===== config.mk =====
export PLATFORM = sky130hd
export DESIGN_NAME = ssx_exec
export DESIGN_NICKNAME = d
export VERILOG_FILES = /design/src/ssx_pkg.sv /design/src/ssx_exec.sv
export SDC_FILE = /design/constraint.sdc
export NUM_CORES = 1
export LEC_CHECK = 0
export BUFFER_PORTS_ARGS = -buffer_cell sky130_fd_sc_hd__buf_2
export CORE_MARGIN = 3
export CORE_UTILIZATION = 45
export CTS_CLUSTER_SIZE = 10
export DETAILED_ROUTE_END_ITERATION = 6
export MAX_ROUTING_LAYER = met4
export PLACE_DENSITY = 0.68
export SLEW_MARGIN = 5
export SYNTH_ARGS = -nofsm -noshare
export SYNTH_HDL_FRONTEND = slang
export SYNTH_SLANG_ARGS = --single-unit

===== constraint.sdc =====
create_clock -name clk_sys_i -period 6.9 [get_ports clk_sys_i]
set_clock_uncertainty 0.1 [all_clocks]
set_input_delay 1.38 -clock clk_sys_i [delete_from_list [all_inputs] [get_ports clk_sys_i]]
set_output_delay 1.38 -clock clk_sys_i [all_outputs]
set_load 0.01 [all_outputs]

===== src/ssx_pkg.sv =====
// Package of constants plus the machine-cycle timer for the pop/exchange executor
package ssx_pkg;
   // Opcodes
   localparam logic [7:0] OP_PREFIX_X = 8'hdd;
   localparam logic [7:0] OP_PREFIX_Y = 8'hfd;
   localparam logic [7:0] OP_POP_IDX = 8'he1;
   localparam logic [7:0] OP_SWAP_STACK = 8'he3;
   localparam logic [7:0] OP_SWAP_TGT_PTR = 8'heb;
   localparam logic [7:0] OP_SWAP_ACC = 8'h08;
   localparam logic [7:0] OP_BANK_SWITCH = 8'hd9;
   localparam logic [7:0] POP_MASK = 8'hcf;
   localparam logic [7:0] POP_PATTERN = 8'hc1;
   // Position of pair_select_field
   localparam int PAIR_FIELD_HI = 5;
   localparam int PAIR_FIELD_LO = 4;
   // pair_select_field codes
   localparam logic [1:0] PAIR_COUNTER = 2'h0;
   localparam logic [1:0] PAIR_TARGET = 2'h1;
   localparam logic [1:0] PAIR_POINTER = 2'h2;
   localparam logic [1:0] PAIR_ACCUM = 2'h3;
   // Clock states per machine cycle, one clock per state
   localparam int T_WIDTH = 3;
   localparam logic [T_WIDTH-1:0] T_FETCH = 3'h4;
   localparam logic [T_WIDTH-1:0] T_POP_RD = 3'h3;
   localparam logic [T_WIDTH-1:0] T_XCHG_RD_LO = 3'h3;
   localparam logic [T_WIDTH-1:0] T_XCHG_RD_HI = 3'h4;
   localparam logic [T_WIDTH-1:0] T_XCHG_WR_HI = 3'h3;
   localparam logic [T_WIDTH-1:0] T_XCHG_WR_LO = 3'h5;
   localparam logic [T_WIDTH-1:0] T_LAST = 3'h1;
   localparam logic [T_WIDTH-1:0] T_ONE = 3'h1;
   localparam logic [T_WIDTH-1:0] T_ZERO = 3'h0;
   // Reset values and address step
   localparam logic [15:0] REG_RESET = 16'h0000;
   localparam logic [15:0] ADDR_STEP = 16'h0001;
   localparam logic [7:0] BYTE_RESET = 8'h00;
   // Sequencer states
   typedef enum logic [5:0] {
      ST_IDLE = 6'h01,
      ST_FETCH = 6'h02,
      ST_RD_LO = 6'h04,
      ST_RD_HI = 6'h08,
      ST_WR_HI = 6'h10,
      ST_WR_LO = 6'h20
   } ssx_state_t;
endpackage

`timescale 1ns/1ps
module ssx_mcycle_timer
(
   // Clock and reset
   input wire logic clk_sys_i,
   input wire logic rst_i,
   // Control
   input wire logic start_i,
   input wire logic [ssx_pkg::T_WIDTH-1:0] len_i,
   // Status
   output logic last_o
);
   logic [ssx_pkg::T_WIDTH-1:0] remain;

   assign last_o = (remain == ssx_pkg::T_LAST);

   always_ff @(posedge clk_sys_i)
   begin
      if (rst_i)
         remain <= ssx_pkg::T_ZERO;
      else if (start_i)
         remain <= len_i;
      else if (remain != ssx_pkg::T_ZERO)
         remain <= remain - ssx_pkg::T_ONE;
   end
endmodule


===== src/ssx_exec.sv =====
// Stack-pop and register/stack exchange executor with its register file
`timescale 1ns/1ps

// Function
// - Opcode 11pp0001 pops into pair pp: counter 00, target 01, pointer 10, accum/flag 11.
// - A pair pop reads the low byte at the stack top, steps up, reads the high byte, steps up.
// - Prefix DD then E1 pops low, then high byte into index_reg_x, stack pointer two up.
// - Prefix FD then E1 pops into index_reg_y in the same order, incrementing after each read.
// - The 16-bit stack pointer is the memory address of every pop read and of the exchange's low-byte read.
// - Opcode EB swaps target and pointer pairs in one 4-state machine cycle, flags untouched.
// - Opcode 08 swaps the accum/flag pair with its alternate in one 4-state machine cycle.
// - Opcode D9 swaps counter, target and pointer pairs with their alternates in 4 states.
// - Opcode E3 swaps the pointer pair's low byte with the stack top, high byte one above.
// - The pointer-pair stack exchange takes five machine cycles of 4, 3, 4, 3 and 5 states.
// - Prefix DD then E3 swaps index_reg_x with the stack top in 23 states.
// - Stack exchanges leave the stack pointer unchanged.
// - Prefix FD then E3 swaps index_reg_y with the stack top in 23 states, stack pointer kept.
module ssx_exec
(
   // Clock and reset
   input wire logic clk_sys_i,
   input wire logic rst_i,
   // Instruction fetch path
   input wire logic fetch_valid_i,
   input wire logic [7:0] fetch_byte_i,
   output logic fetch_ready_o,
   // External memory
   input wire logic [7:0] mem_rdata_i,
   output logic mem_rd_o,
   output logic mem_wr_o,
   output logic [15:0] mem_addr_o,
   output logic [7:0] mem_wdata_o,
   // Completion
   output logic done_o,
   output logic illegal_o,
   // Register file
   output logic [15:0] counter_pair_o,
   output logic [15:0] target_pair_o,
   output logic [15:0] pointer_pair_o,
   output logic [15:0] accum_flag_pair_o,
   output logic [15:0] alt_counter_pair_o,
   output logic [15:0] alt_target_pair_o,
   output logic [15:0] alt_pointer_pair_o,
   output logic [15:0] alternate_accum_flag_pair_o,
   output logic [15:0] index_reg_x_o,
   output logic [15:0] index_reg_y_o,
   output logic [15:0] stack_pointer_o
);
   function automatic logic [15:0] inc16(input logic [15:0] v);
      inc16 = 16'(v + ssx_pkg::ADDR_STEP); // Carry dropped on purpose: wraps
   endfunction

   ssx_pkg::ssx_state_t state;
   ssx_pkg::ssx_state_t next_state;
   logic [7:0] op;
   logic pre_x;
   logic pre_y;
   logic [7:0] tmp_lo;
   logic [7:0] tmp_hi;
   logic t_last;
   logic t_start;
   logic [ssx_pkg::T_WIDTH-1:0] t_len;
   logic next_rd;
   logic next_wr;
   logic [15:0] next_addr;
   logic [7:0] next_wdata;
   logic [15:0] next_stack_ptr;
   logic next_done;
   logic next_illegal;
   logic wr_en;
   logic [15:0] wr_val;
   logic [1:0] wr_code;
   logic swap_tp;
   logic swap_acc;
   logic swap_bank;
   logic ld_lo;
   logic ld_hi;

   // Decode of the held opcode
   wire op_prefixed = pre_x | pre_y;
   wire dec_prefix = (op == ssx_pkg::OP_PREFIX_X) || (op == ssx_pkg::OP_PREFIX_Y);
   wire [1:0] pair_field = op[ssx_pkg::PAIR_FIELD_HI:ssx_pkg::PAIR_FIELD_LO];
   wire pop_form = ((op & ssx_pkg::POP_MASK) == ssx_pkg::POP_PATTERN);
   wire dec_pop = pop_form && (!op_prefixed || op == ssx_pkg::OP_POP_IDX);
   wire dec_xstack = (op == ssx_pkg::OP_SWAP_STACK);
   wire dec_swap_tp = (op == ssx_pkg::OP_SWAP_TGT_PTR) && !op_prefixed;
   wire dec_swap_acc = (op == ssx_pkg::OP_SWAP_ACC) && !op_prefixed;
   wire dec_bank = (op == ssx_pkg::OP_BANK_SWITCH) && !op_prefixed;
   wire [15:0] stack_ptr_plus1 = inc16(stack_pointer_o);
   wire [15:0] src_word = pre_x ? index_reg_x_o : (pre_y ? index_reg_y_o : pointer_pair_o);

   ssx_mcycle_timer u_timer
   (
      .clk_sys_i(clk_sys_i),
      .rst_i(rst_i),
      .start_i(t_start),
      .len_i(t_len),
      .last_o(t_last)
   );

   always_comb
   begin
      next_state = state;
      t_start = 1'b0;
      t_len = ssx_pkg::T_FETCH;
      next_rd = 1'b0;
      next_wr = 1'b0;
      next_addr = mem_addr_o;
      next_wdata = mem_wdata_o;
      next_stack_ptr = stack_pointer_o;
      next_done = 1'b0;
      next_illegal = 1'b0;
      wr_en = 1'b0;
      wr_val = {mem_rdata_i, tmp_lo};
      wr_code = pair_field;
      swap_tp = 1'b0;
      swap_acc = 1'b0;
      swap_bank = 1'b0;
      ld_lo = 1'b0;
      ld_hi = 1'b0;
      case (state)
         ssx_pkg::ST_IDLE:
         begin
            if (fetch_valid_i)
            begin
               next_state = ssx_pkg::ST_FETCH;
               t_start = 1'b1;
            end
         end
         ssx_pkg::ST_FETCH:
         begin
            if (t_last)
            begin
               if (dec_prefix)
                  next_state = ssx_pkg::ST_IDLE;
               else if (dec_pop || dec_xstack)
               begin
                  next_state = ssx_pkg::ST_RD_LO;
                  t_start = 1'b1;
                  t_len = dec_pop ? ssx_pkg::T_POP_RD : ssx_pkg::T_XCHG_RD_LO;
                  next_rd = 1'b1;
                  next_addr = stack_pointer_o;
               end
               else
               begin
                  next_state = ssx_pkg::ST_IDLE;
                  swap_tp = dec_swap_tp;
                  swap_acc = dec_swap_acc;
                  swap_bank = dec_bank;
                  next_done = dec_swap_tp || dec_swap_acc || dec_bank;
                  next_illegal = !(dec_swap_tp || dec_swap_acc || dec_bank);
               end
            end
         end
         ssx_pkg::ST_RD_LO:
         begin
            next_rd = 1'b1;
            if (t_last)
            begin
               ld_lo = 1'b1;
               next_state = ssx_pkg::ST_RD_HI;
               t_start = 1'b1;
               next_addr = stack_ptr_plus1;
               if (dec_pop)
               begin
                  t_len = ssx_pkg::T_POP_RD;
                  next_stack_ptr = stack_ptr_plus1;
               end
               else
                  t_len = ssx_pkg::T_XCHG_RD_HI;
            end
         end
         ssx_pkg::ST_RD_HI:
         begin
            next_rd = 1'b1;
            if (t_last)
            begin
               if (dec_pop)
               begin
                  wr_en = 1'b1;
                  next_stack_ptr = stack_ptr_plus1;
                  next_state = ssx_pkg::ST_IDLE;
                  next_rd = 1'b0;
                  next_done = 1'b1;
               end
               else
               begin
                  ld_hi = 1'b1;
                  next_state = ssx_pkg::ST_WR_HI;
                  t_start = 1'b1;
                  t_len = ssx_pkg::T_XCHG_WR_HI;
                  next_rd = 1'b0;
                  next_wr = 1'b1;
                  next_wdata = src_word[15:8];
               end
            end
         end
         ssx_pkg::ST_WR_HI:
         begin
            next_wr = 1'b1;
            if (t_last)
            begin
               next_state = ssx_pkg::ST_WR_LO;
               t_start = 1'b1;
               t_len = ssx_pkg::T_XCHG_WR_LO;
               next_addr = stack_pointer_o;
               next_wdata = src_word[7:0];
            end
         end
         ssx_pkg::ST_WR_LO:
         begin
            next_wr = 1'b1;
            if (t_last)
            begin
               // Stack pointer never moves on this path
               wr_en = 1'b1;
               wr_val = {tmp_hi, tmp_lo};
               wr_code = ssx_pkg::PAIR_POINTER;
               next_state = ssx_pkg::ST_IDLE;
               next_wr = 1'b0;
               next_done = 1'b1;
            end
         end
         default:
            next_state = ssx_pkg::ST_IDLE;
      endcase
   end

   // Sequencer, opcode and prefix latch
   always_ff @(posedge clk_sys_i)
   begin
      if (rst_i)
      begin
         state <= ssx_pkg::ST_IDLE;
         op <= ssx_pkg::BYTE_RESET;
         pre_x <= 1'b0;
         pre_y <= 1'b0;
      end
      else
      begin
         state <= next_state;
         if (state == ssx_pkg::ST_IDLE && fetch_valid_i)
            op <= fetch_byte_i;
         if (state == ssx_pkg::ST_FETCH && t_last && dec_prefix)
         begin
            // Later prefix overrides an earlier one
            pre_x <= (op == ssx_pkg::OP_PREFIX_X);
            pre_y <= (op == ssx_pkg::OP_PREFIX_Y);
         end
         else if (next_done || next_illegal)
         begin
            pre_x <= 1'b0;
            pre_y <= 1'b0;
         end
      end
   end

   // Memory strobes and handshake outputs
   always_ff @(posedge clk_sys_i)
   begin
      if (rst_i)
      begin
         fetch_ready_o <= 1'b1;
         mem_rd_o <= 1'b0;
         mem_wr_o <= 1'b0;
         mem_addr_o <= ssx_pkg::REG_RESET;
         mem_wdata_o <= ssx_pkg::BYTE_RESET;
         done_o <= 1'b0;
         illegal_o <= 1'b0;
         tmp_lo <= ssx_pkg::BYTE_RESET;
         tmp_hi <= ssx_pkg::BYTE_RESET;
      end
      else
      begin
         fetch_ready_o <= (next_state == ssx_pkg::ST_IDLE);
         mem_rd_o <= next_rd;
         mem_wr_o <= next_wr;
         mem_addr_o <= next_addr;
         mem_wdata_o <= next_wdata;
         done_o <= next_done;
         illegal_o <= next_illegal;
         if (ld_lo)
            tmp_lo <= mem_rdata_i;
         if (ld_hi)
            tmp_hi <= mem_rdata_i;
      end
   end

   // Register file
   always_ff @(posedge clk_sys_i)
   begin
      if (rst_i)
      begin
         counter_pair_o <= ssx_pkg::REG_RESET;
         target_pair_o <= ssx_pkg::REG_RESET;
         pointer_pair_o <= ssx_pkg::REG_RESET;
         accum_flag_pair_o <= ssx_pkg::REG_RESET;
         alt_counter_pair_o <= ssx_pkg::REG_RESET;
         alt_target_pair_o <= ssx_pkg::REG_RESET;
         alt_pointer_pair_o <= ssx_pkg::REG_RESET;
         alternate_accum_flag_pair_o <= ssx_pkg::REG_RESET;
         index_reg_x_o <= ssx_pkg::REG_RESET;
         index_reg_y_o <= ssx_pkg::REG_RESET;
         stack_pointer_o <= ssx_pkg::REG_RESET;
      end
      else
      begin
         stack_pointer_o <= next_stack_ptr;
         if (swap_tp)
         begin
            target_pair_o <= pointer_pair_o;
            pointer_pair_o <= target_pair_o;
         end
         if (swap_acc)
         begin
            accum_flag_pair_o <= alternate_accum_flag_pair_o;
            alternate_accum_flag_pair_o <= accum_flag_pair_o;
         end
         if (swap_bank)
         begin
            counter_pair_o <= alt_counter_pair_o;
            alt_counter_pair_o <= counter_pair_o;
            target_pair_o <= alt_target_pair_o;
            alt_target_pair_o <= target_pair_o;
            pointer_pair_o <= alt_pointer_pair_o;
            alt_pointer_pair_o <= pointer_pair_o;
         end
         if (wr_en)
         begin
            if (pre_x)
               index_reg_x_o <= wr_val;
            else if (pre_y)
               index_reg_y_o <= wr_val;
            else
            begin
               case (wr_code)
                  ssx_pkg::PAIR_COUNTER: counter_pair_o <= wr_val;
                  ssx_pkg::PAIR_TARGET: target_pair_o <= wr_val;
                  ssx_pkg::PAIR_POINTER: pointer_pair_o <= wr_val;
                  ssx_pkg::PAIR_ACCUM: accum_flag_pair_o <= wr_val;
                  default: accum_flag_pair_o <= accum_flag_pair_o;
               endcase
            end
         end
      end
   end
endmodule


==> flow_metrics.env, run 1 <==
export IMPL_run_status="completed"
export IMPL_core_um2=23000
export IMPL_drtAntennaViolNets=0
export IMPL_final_cells=1769
export IMPL_synth_seq_cells=240
export IMPL_drive_gt1_share_pct=20.4
export IMPL_port_buffers=223
export IMPL_postCtsSetupRepairBufs=0
export IMPL_grt_ovfl_total=0
export IMPL_crit_required_ns=7.22
export IMPL_synth_main_ff_cell="dfxtp_1"
export IMPL_critPathMaxFanout=50
export IMPL_hp_class="reg -> reg"
export IMPL_end_kind="flop"
export IMPL_grtUsageTotal_pct=26.6
export IMPL_syn_avg_cell_area_um2=8.25
export IMPL_start_kind="flop"
export IMPL_grt_pass1_vias=9479
export IMPL_area_growth_pct=18.7
export IMPL_slew_violations=0
export IMPL_max_slew_margin_rel_pct=20.8
export IMPL_grt_util_met2_pct=38.6
export IMPL_vias=10469
export IMPL_use_met1_pct=37.0
export IMPL_grtUsageMet3_pct=6.04
export IMPL_cap_violations=0
export IMPL_nets=1473
export IMPL_die_y_um=160
export IMPL_cpPeakStageDelay_ns=0.79
export IMPL_dieArea_um2=25600
export IMPL_synth_area_um2=10700
export IMPL_synthCells=1292
export IMPL_max_freq_mhz=271
export IMPL_io_pins=224
export IMPL_busiest_layer="met2"
export IMPL_crit_chain="or4b_1 -> nor4_4 -> and4_2 -> buf_4 -> nand2_1 -> a311oi_1"
export IMPL_synth_edf_count=0
export IMPL_final_cell_mix="nand2_1, dfxtp_1, buf_2"
export IMPL_post_route_period_util_pct=53.4
export IMPL_dp_hpwl_um=22800
export IMPL_clk_latency_ns=0.53
export IMPL_grt_pass1_wl_um=54000
export IMPL_die_w_um=160
export IMPL_detail_route_iter0_violations=1052
export IMPL_rows=55
export IMPL_fin_crit_ns=3.69
export IMPL_arrival_ns=4.01
export IMPL_final_common_cell="nand2_1"
export IMPL_yosys_warnings=0
export IMPL_powerDensity_nw_per_um2=225
export IMPL_antenna_found_initial=1
export IMPL_synthDistinctLibCells=59
export IMPL_timing_hold_ws_ns=0.346
export IMPL_clk_pin_slew_ns=0.05
export IMPL_cts_root_buf="clkbuf_16"
export IMPL_place_gp_congestion=0.917
export IMPL_cts_buffers=28
export IMPL_firstDrtPassIters=6
export IMPL_setup_tns_ns=0
export IMPL_dp_cells=1733
export IMPL_worst_pin_slew_ns=1.18
export IMPL_p_leak_nw=4.99
export IMPL_cts_tree="done"
export IMPL_finalSetupViolCount=0
export IMPL_wirelength_um=34500
export IMPL_clockBufferDepth=3
export IMPL_synth_nets=1315
export IMPL_grt_setup_unrepaired="no"
export IMPL_cts_hold_buf=0
export IMPL_post_cts_resized=0
export IMPL_synthArstFlopShare_pct=0
export IMPL_grt_max_degree=118
export IMPL_slowest_stage="nor4_4"
export IMPL_cts_htree_levels=1
export IMPL_worst_ir_drop_vdd_mv=0.141
export IMPL_drc=0
export IMPL_cts_sinks=240
export IMPL_critical_path_class="reg -> reg"
export IMPL_routedWlPerCell_um=19.5
export IMPL_ys_seq_area_share_pct=45.1
export IMPL_hold_violations=0
export IMPL_routed_via_density=5.92
export IMPL_initial_utilization_pct=46.4
final timing paths:
| path | start | to | slack (ns) | cells past startpoint |
|---|---|---|---|---|
| worst max register to register | op[3] | counter_pair_o[3] | 3.21 | 6 |
| worst min register to register | tmp_hi[4] | tmp_hi[4] | 0.35 | 2 |
| worst max-delay path | op[3] | counter_pair_o[3] | 3.21 | 6 |
| worst min-delay path | tmp_hi[4] | tmp_hi[4] | 0.35 | 2 |
layout make-up:
cell class                 count  area, µm²
timing repair buffer         240       1250
sequential                   240       4800
antenna                        1       2.50
tap                          313        392
clock buffer                  34        764
multi-input combinational    935       5420
fill                        2226      10300
clock inverter                 1       5.00
inverter                       5       18.8
metrics by stage:
stage | setup slack [ns] | cell area, µm² | utilization (%) | total power [mW]
6_report | 3.21 | 12700 | 55.1 | 2.85
5_1_grt | 2.95 | 12700 | 55.1 | 2.94
4_1_cts | 3.21 | 12600 | 55.0 | 2.87
3_5_place_dp | 3.25 | 11900 | 51.7 | 1.58
3_3_place_gp | 3.31 | 11900 | 51.7 | 1.58
2_1_floorplan | 4.29 | 10700 | - | 1.53
logic make-up (layout without fill, tap and decap cells):
kind of cell	after synthesis	count (layout)	synth area share, %
and+or+nand+nor	473	473	20.4
other	0	1	0
adders and majority gates	4	4	0.470
xor gates and xnor gates	20	20	1.64
buffers and inverters	117	280	4.52
DFF	240	240	45.1
AOI/OAI and AO/OA	379	379	22.2
muxes	59	59	5.64
per-layer routing:
layer  vias to the layer above  share of wire, %
met5                         -                 0
met4                         0               3.0
met3                        73               9.4
met2                       479                43
met1                      4974                44
li1                       4943                 -
synth_stat cells (11+ instances only):
| master | instances | area [µm²] |
|---|---|---|
| o21ai_0 | 65 | 325 |
| a211oi_1 | 26 | 195 |
| a311oi_1 | 17 | 149 |
| clkbuf_1 | 87 | 327 |
| nand4_1 | 23 | 144 |
| nor4_1 | 18 | 113 |
| dfxtp_1 | 240 | 4800 |
| buf_2 | 15 | 75.1 |
| nand2_1 | 247 | 927 |
| a21oi_1 | 161 | 806 |
| or4_1 | 11 | 82.6 |
| a31oi_1 | 12 | 75.1 |
| a221oi_1 | 15 | 131 |
| mux2i_1 | 51 | 510 |
| o31ai_1 | 18 | 135 |
| nor2_1 | 87 | 327 |
| nand3_1 | 17 | 85.1 |
| a22o_1 | 16 | 140 |
| nor3_1 | 20 | 100 |
| a22oi_1 | 17 | 128 |
power breakdown:
group	internal [mW]	leakage (nW)	switching (mW)
Combinational	0.0404	2.68	0.103
Clock	0.762	0.379	0.537
Sequential	1.40	1.93	0.0130
worst max-delay path: cells and delay by family, from the launching register on:
kind / cells / cell delay (ns)
flops: 1 / 0.38
simple gates: 4 / 2.25
compound gates: 1 / 0.29
buf+inv: 1 / 0.55
No activity file was read; power rests on OpenSTA's default activity.
==> inputs of run 2 (changes only) <==
Settings changed: PLACE_DENSITY 0.68 to 0.7.
Clock period 6.9 ns to 3.37 ns, I/O delays scaled along.
==> run 2 against run 1 <==
Cell count grew 0.85%. Wire length grew 1.3%. Flip-flop and latch count is the same. Non-clock buffer count grew 14. Clock-buffer cell count grew 3. Sequential share of layout area shrank 0.38 points. Worst setup slack lost 2.7 ns. Final area grew 1.0%. First-iteration DRC count shrank 1.8%. Worst hold slack lost 0.044 ns. Total power grew 110%.
==> flow_metrics.env, run 2 (synthesis gave the netlist of run 1 again) <==
export IMPL_run_status="completed"
export IMPL_clk_pin_slew_ns=0.06
export IMPL_slew_violations=0
export IMPL_port_buffers=223
export IMPL_grt_pass1_vias=9436
export IMPL_hp_class="in -> reg"
export IMPL_nets=1487
export IMPL_cts_buffers=28
export IMPL_io_pins=224
export IMPL_routedWlPerCell_um=19.6
export IMPL_final_common_cell="nand2_1"
export IMPL_postCtsSetupRepairBufs=0
export IMPL_post_cts_resized=0
export IMPL_wirelength_um=34900
export IMPL_cts_root_buf="clkbuf_16"
export IMPL_crit_required_ns=3.70
export IMPL_setup_tns_ns=0
export IMPL_cts_tree="done"
export IMPL_worst_ir_drop_vdd_mv=0.317
export IMPL_cpPeakStageDelay_ns=0.68
export IMPL_detail_route_iter0_violations=1033
export IMPL_p_leak_nw=5.07
export IMPL_final_cell_mix="nand2_1, dfxtp_1, buf_2"
export IMPL_finalSetupViolCount=0
export IMPL_critical_path_class="reg -> reg"
export IMPL_clk_latency_ns=0.53
export IMPL_post_route_period_util_pct=84.3
export IMPL_routed_via_density=5.86
export IMPL_critPathTopFamily="simple AND/OR/NAND/NOR gates"
export IMPL_cts_hold_buf=0
export IMPL_worstSetupStartpoint="u_timer.remain[1]"
export IMPL_arrival_ns=3.18
export IMPL_place_gp_congestion=0.929
export IMPL_dieArea_um2=25600
export IMPL_rows=55
export IMPL_crit_chain="inv_1 -> ha_1 -> nor4bb_1 -> and2_1 -> and3_1 -> a221oi_1 -> a211oi_1"
export IMPL_final_cells=1784
export IMPL_drtAntennaViolNets=0
export IMPL_hold_violations=0
export IMPL_end_kind="flop"
export IMPL_critPathMaxFanout=16
export IMPL_path_buf_inv=1
export IMPL_core_um2=23000
export IMPL_drive_gt1_share_pct=21.0
export IMPL_die_w_um=160
export IMPL_worst_pin_slew_ns=0.860
export IMPL_firstDrtPassIters=5
export IMPL_drc=0
export IMPL_die_y_um=160
export IMPL_antenna_found_initial=0
export IMPL_fin_crit_ns=2.84
export IMPL_grt_ovfl_total=0
export IMPL_max_slew_margin_rel_pct=41.9
export IMPL_slowest_stage="and3_1"
export IMPL_critPathCapture="target_pair_o[3]"
export IMPL_r2r_setup_slack_ns=0.53
export IMPL_initial_utilization_pct=46.4
export IMPL_clockBufferDepth=3
export IMPL_area_growth_pct=19.9
export IMPL_antennaDiodeCount=0
export IMPL_grt_max_degree=81
export IMPL_r2r_cells=7
export IMPL_num_fill_cells=2172
export IMPL_cts_sinks=240
export IMPL_cp_depth=7
export IMPL_rr_endpoint="target_pair_o[3]"
export IMPL_r2r_start="u_timer.remain[1]"
export IMPL_vias=10450
export IMPL_final_util_pct=55.6
export IMPL_max_freq_mhz=352
export IMPL_powerDensity_nw_per_um2=458
export IMPL_dp_hpwl_um=23700
export IMPL_timing_hold_ws_ns=0.302
export IMPL_cap_violations=0
export IMPL_grt_pass1_wl_um=54400
export IMPL_grtUsageTotal_pct=26.7
export IMPL_grt_setup_unrepaired="no"
export IMPL_cts_htree_levels=1
export IMPL_start_kind="flop"
export IMPL_dp_cells=1747
run 2: cell count changes in the layout (fill, tap and decap cells not counted):
cell	previous run	this run
diode_2	1	0
buf_4	17	29
clkinv_2	1	0
a21oi_2	0	1
inv_2	1	0
a21oi_4	2	1
buf_12	0	2
clkinv_1	0	1
clkbuf_1	3	6
run 2: per-layer routing:
layer  wire, µm  vias to the layer above  global-route usage (%)
met5          0                        -                       -
met4        888                        0                    7.65
met3       3160                       54                    4.98
met2      15100                      492                    38.7
met1      15800                     4914                    38.1
li1           -                     4990                       -
run 2: tightest hold or removal path: stages:
cell and delay, ns:
buf_2 0.11, nand2_1 0.05, a21oi_1 0.05
run 2: final cells by class:
cell class              count  area (µm²)  share of cell area (%)
inverters                   5        18.8                   0.147
clock buffers              37         776                    6.07
well taps                 313         392                    3.06
repair buffers            254        1380                    10.8
multi-input cells         935        5410                    42.3
flip-flops and latches    240        4800                    37.6
run 2: power by group:
part | leakage [nW] | switching [mW] | internal [mW]
registers | 1.93 | 0.0263 | 2.86
logic | 2.75 | 0.210 | 0.0879
clock network | 0.379 | 1.10 | 1.57
total | 5.07 | 1.33 | 4.52
run 2: metrics by stage:
stage                     power [mW]  setup WS [ns]  instance area, µm²
after floorplan                 3.14          0.876               10700
after global placement          3.23          0.767               12000
after detailed placement        3.24          0.662               12000
after CTS                       5.88          0.631               12800
after global routing            6.03          0.402               12800
final                           5.85          0.529               12800
run 2: worst min-delay path by stage:
stage / start / end / slack, ns / cells after the start
floorplan: tmp_hi[0] / tmp_hi[0] / 0.33 / 2
global placement: tmp_hi[2] / tmp_hi[2] / 0.34 / 2
detailed placement: tmp_hi[4] / tmp_hi[4] / 0.35 / 2
CTS: fetch_byte_i[5] / op[5] / 0.29 / 3
global route: fetch_byte_i[2] / op[2] / 0.30 / 3
finish: fetch_byte_i[6] / op[6] / 0.30 / 3
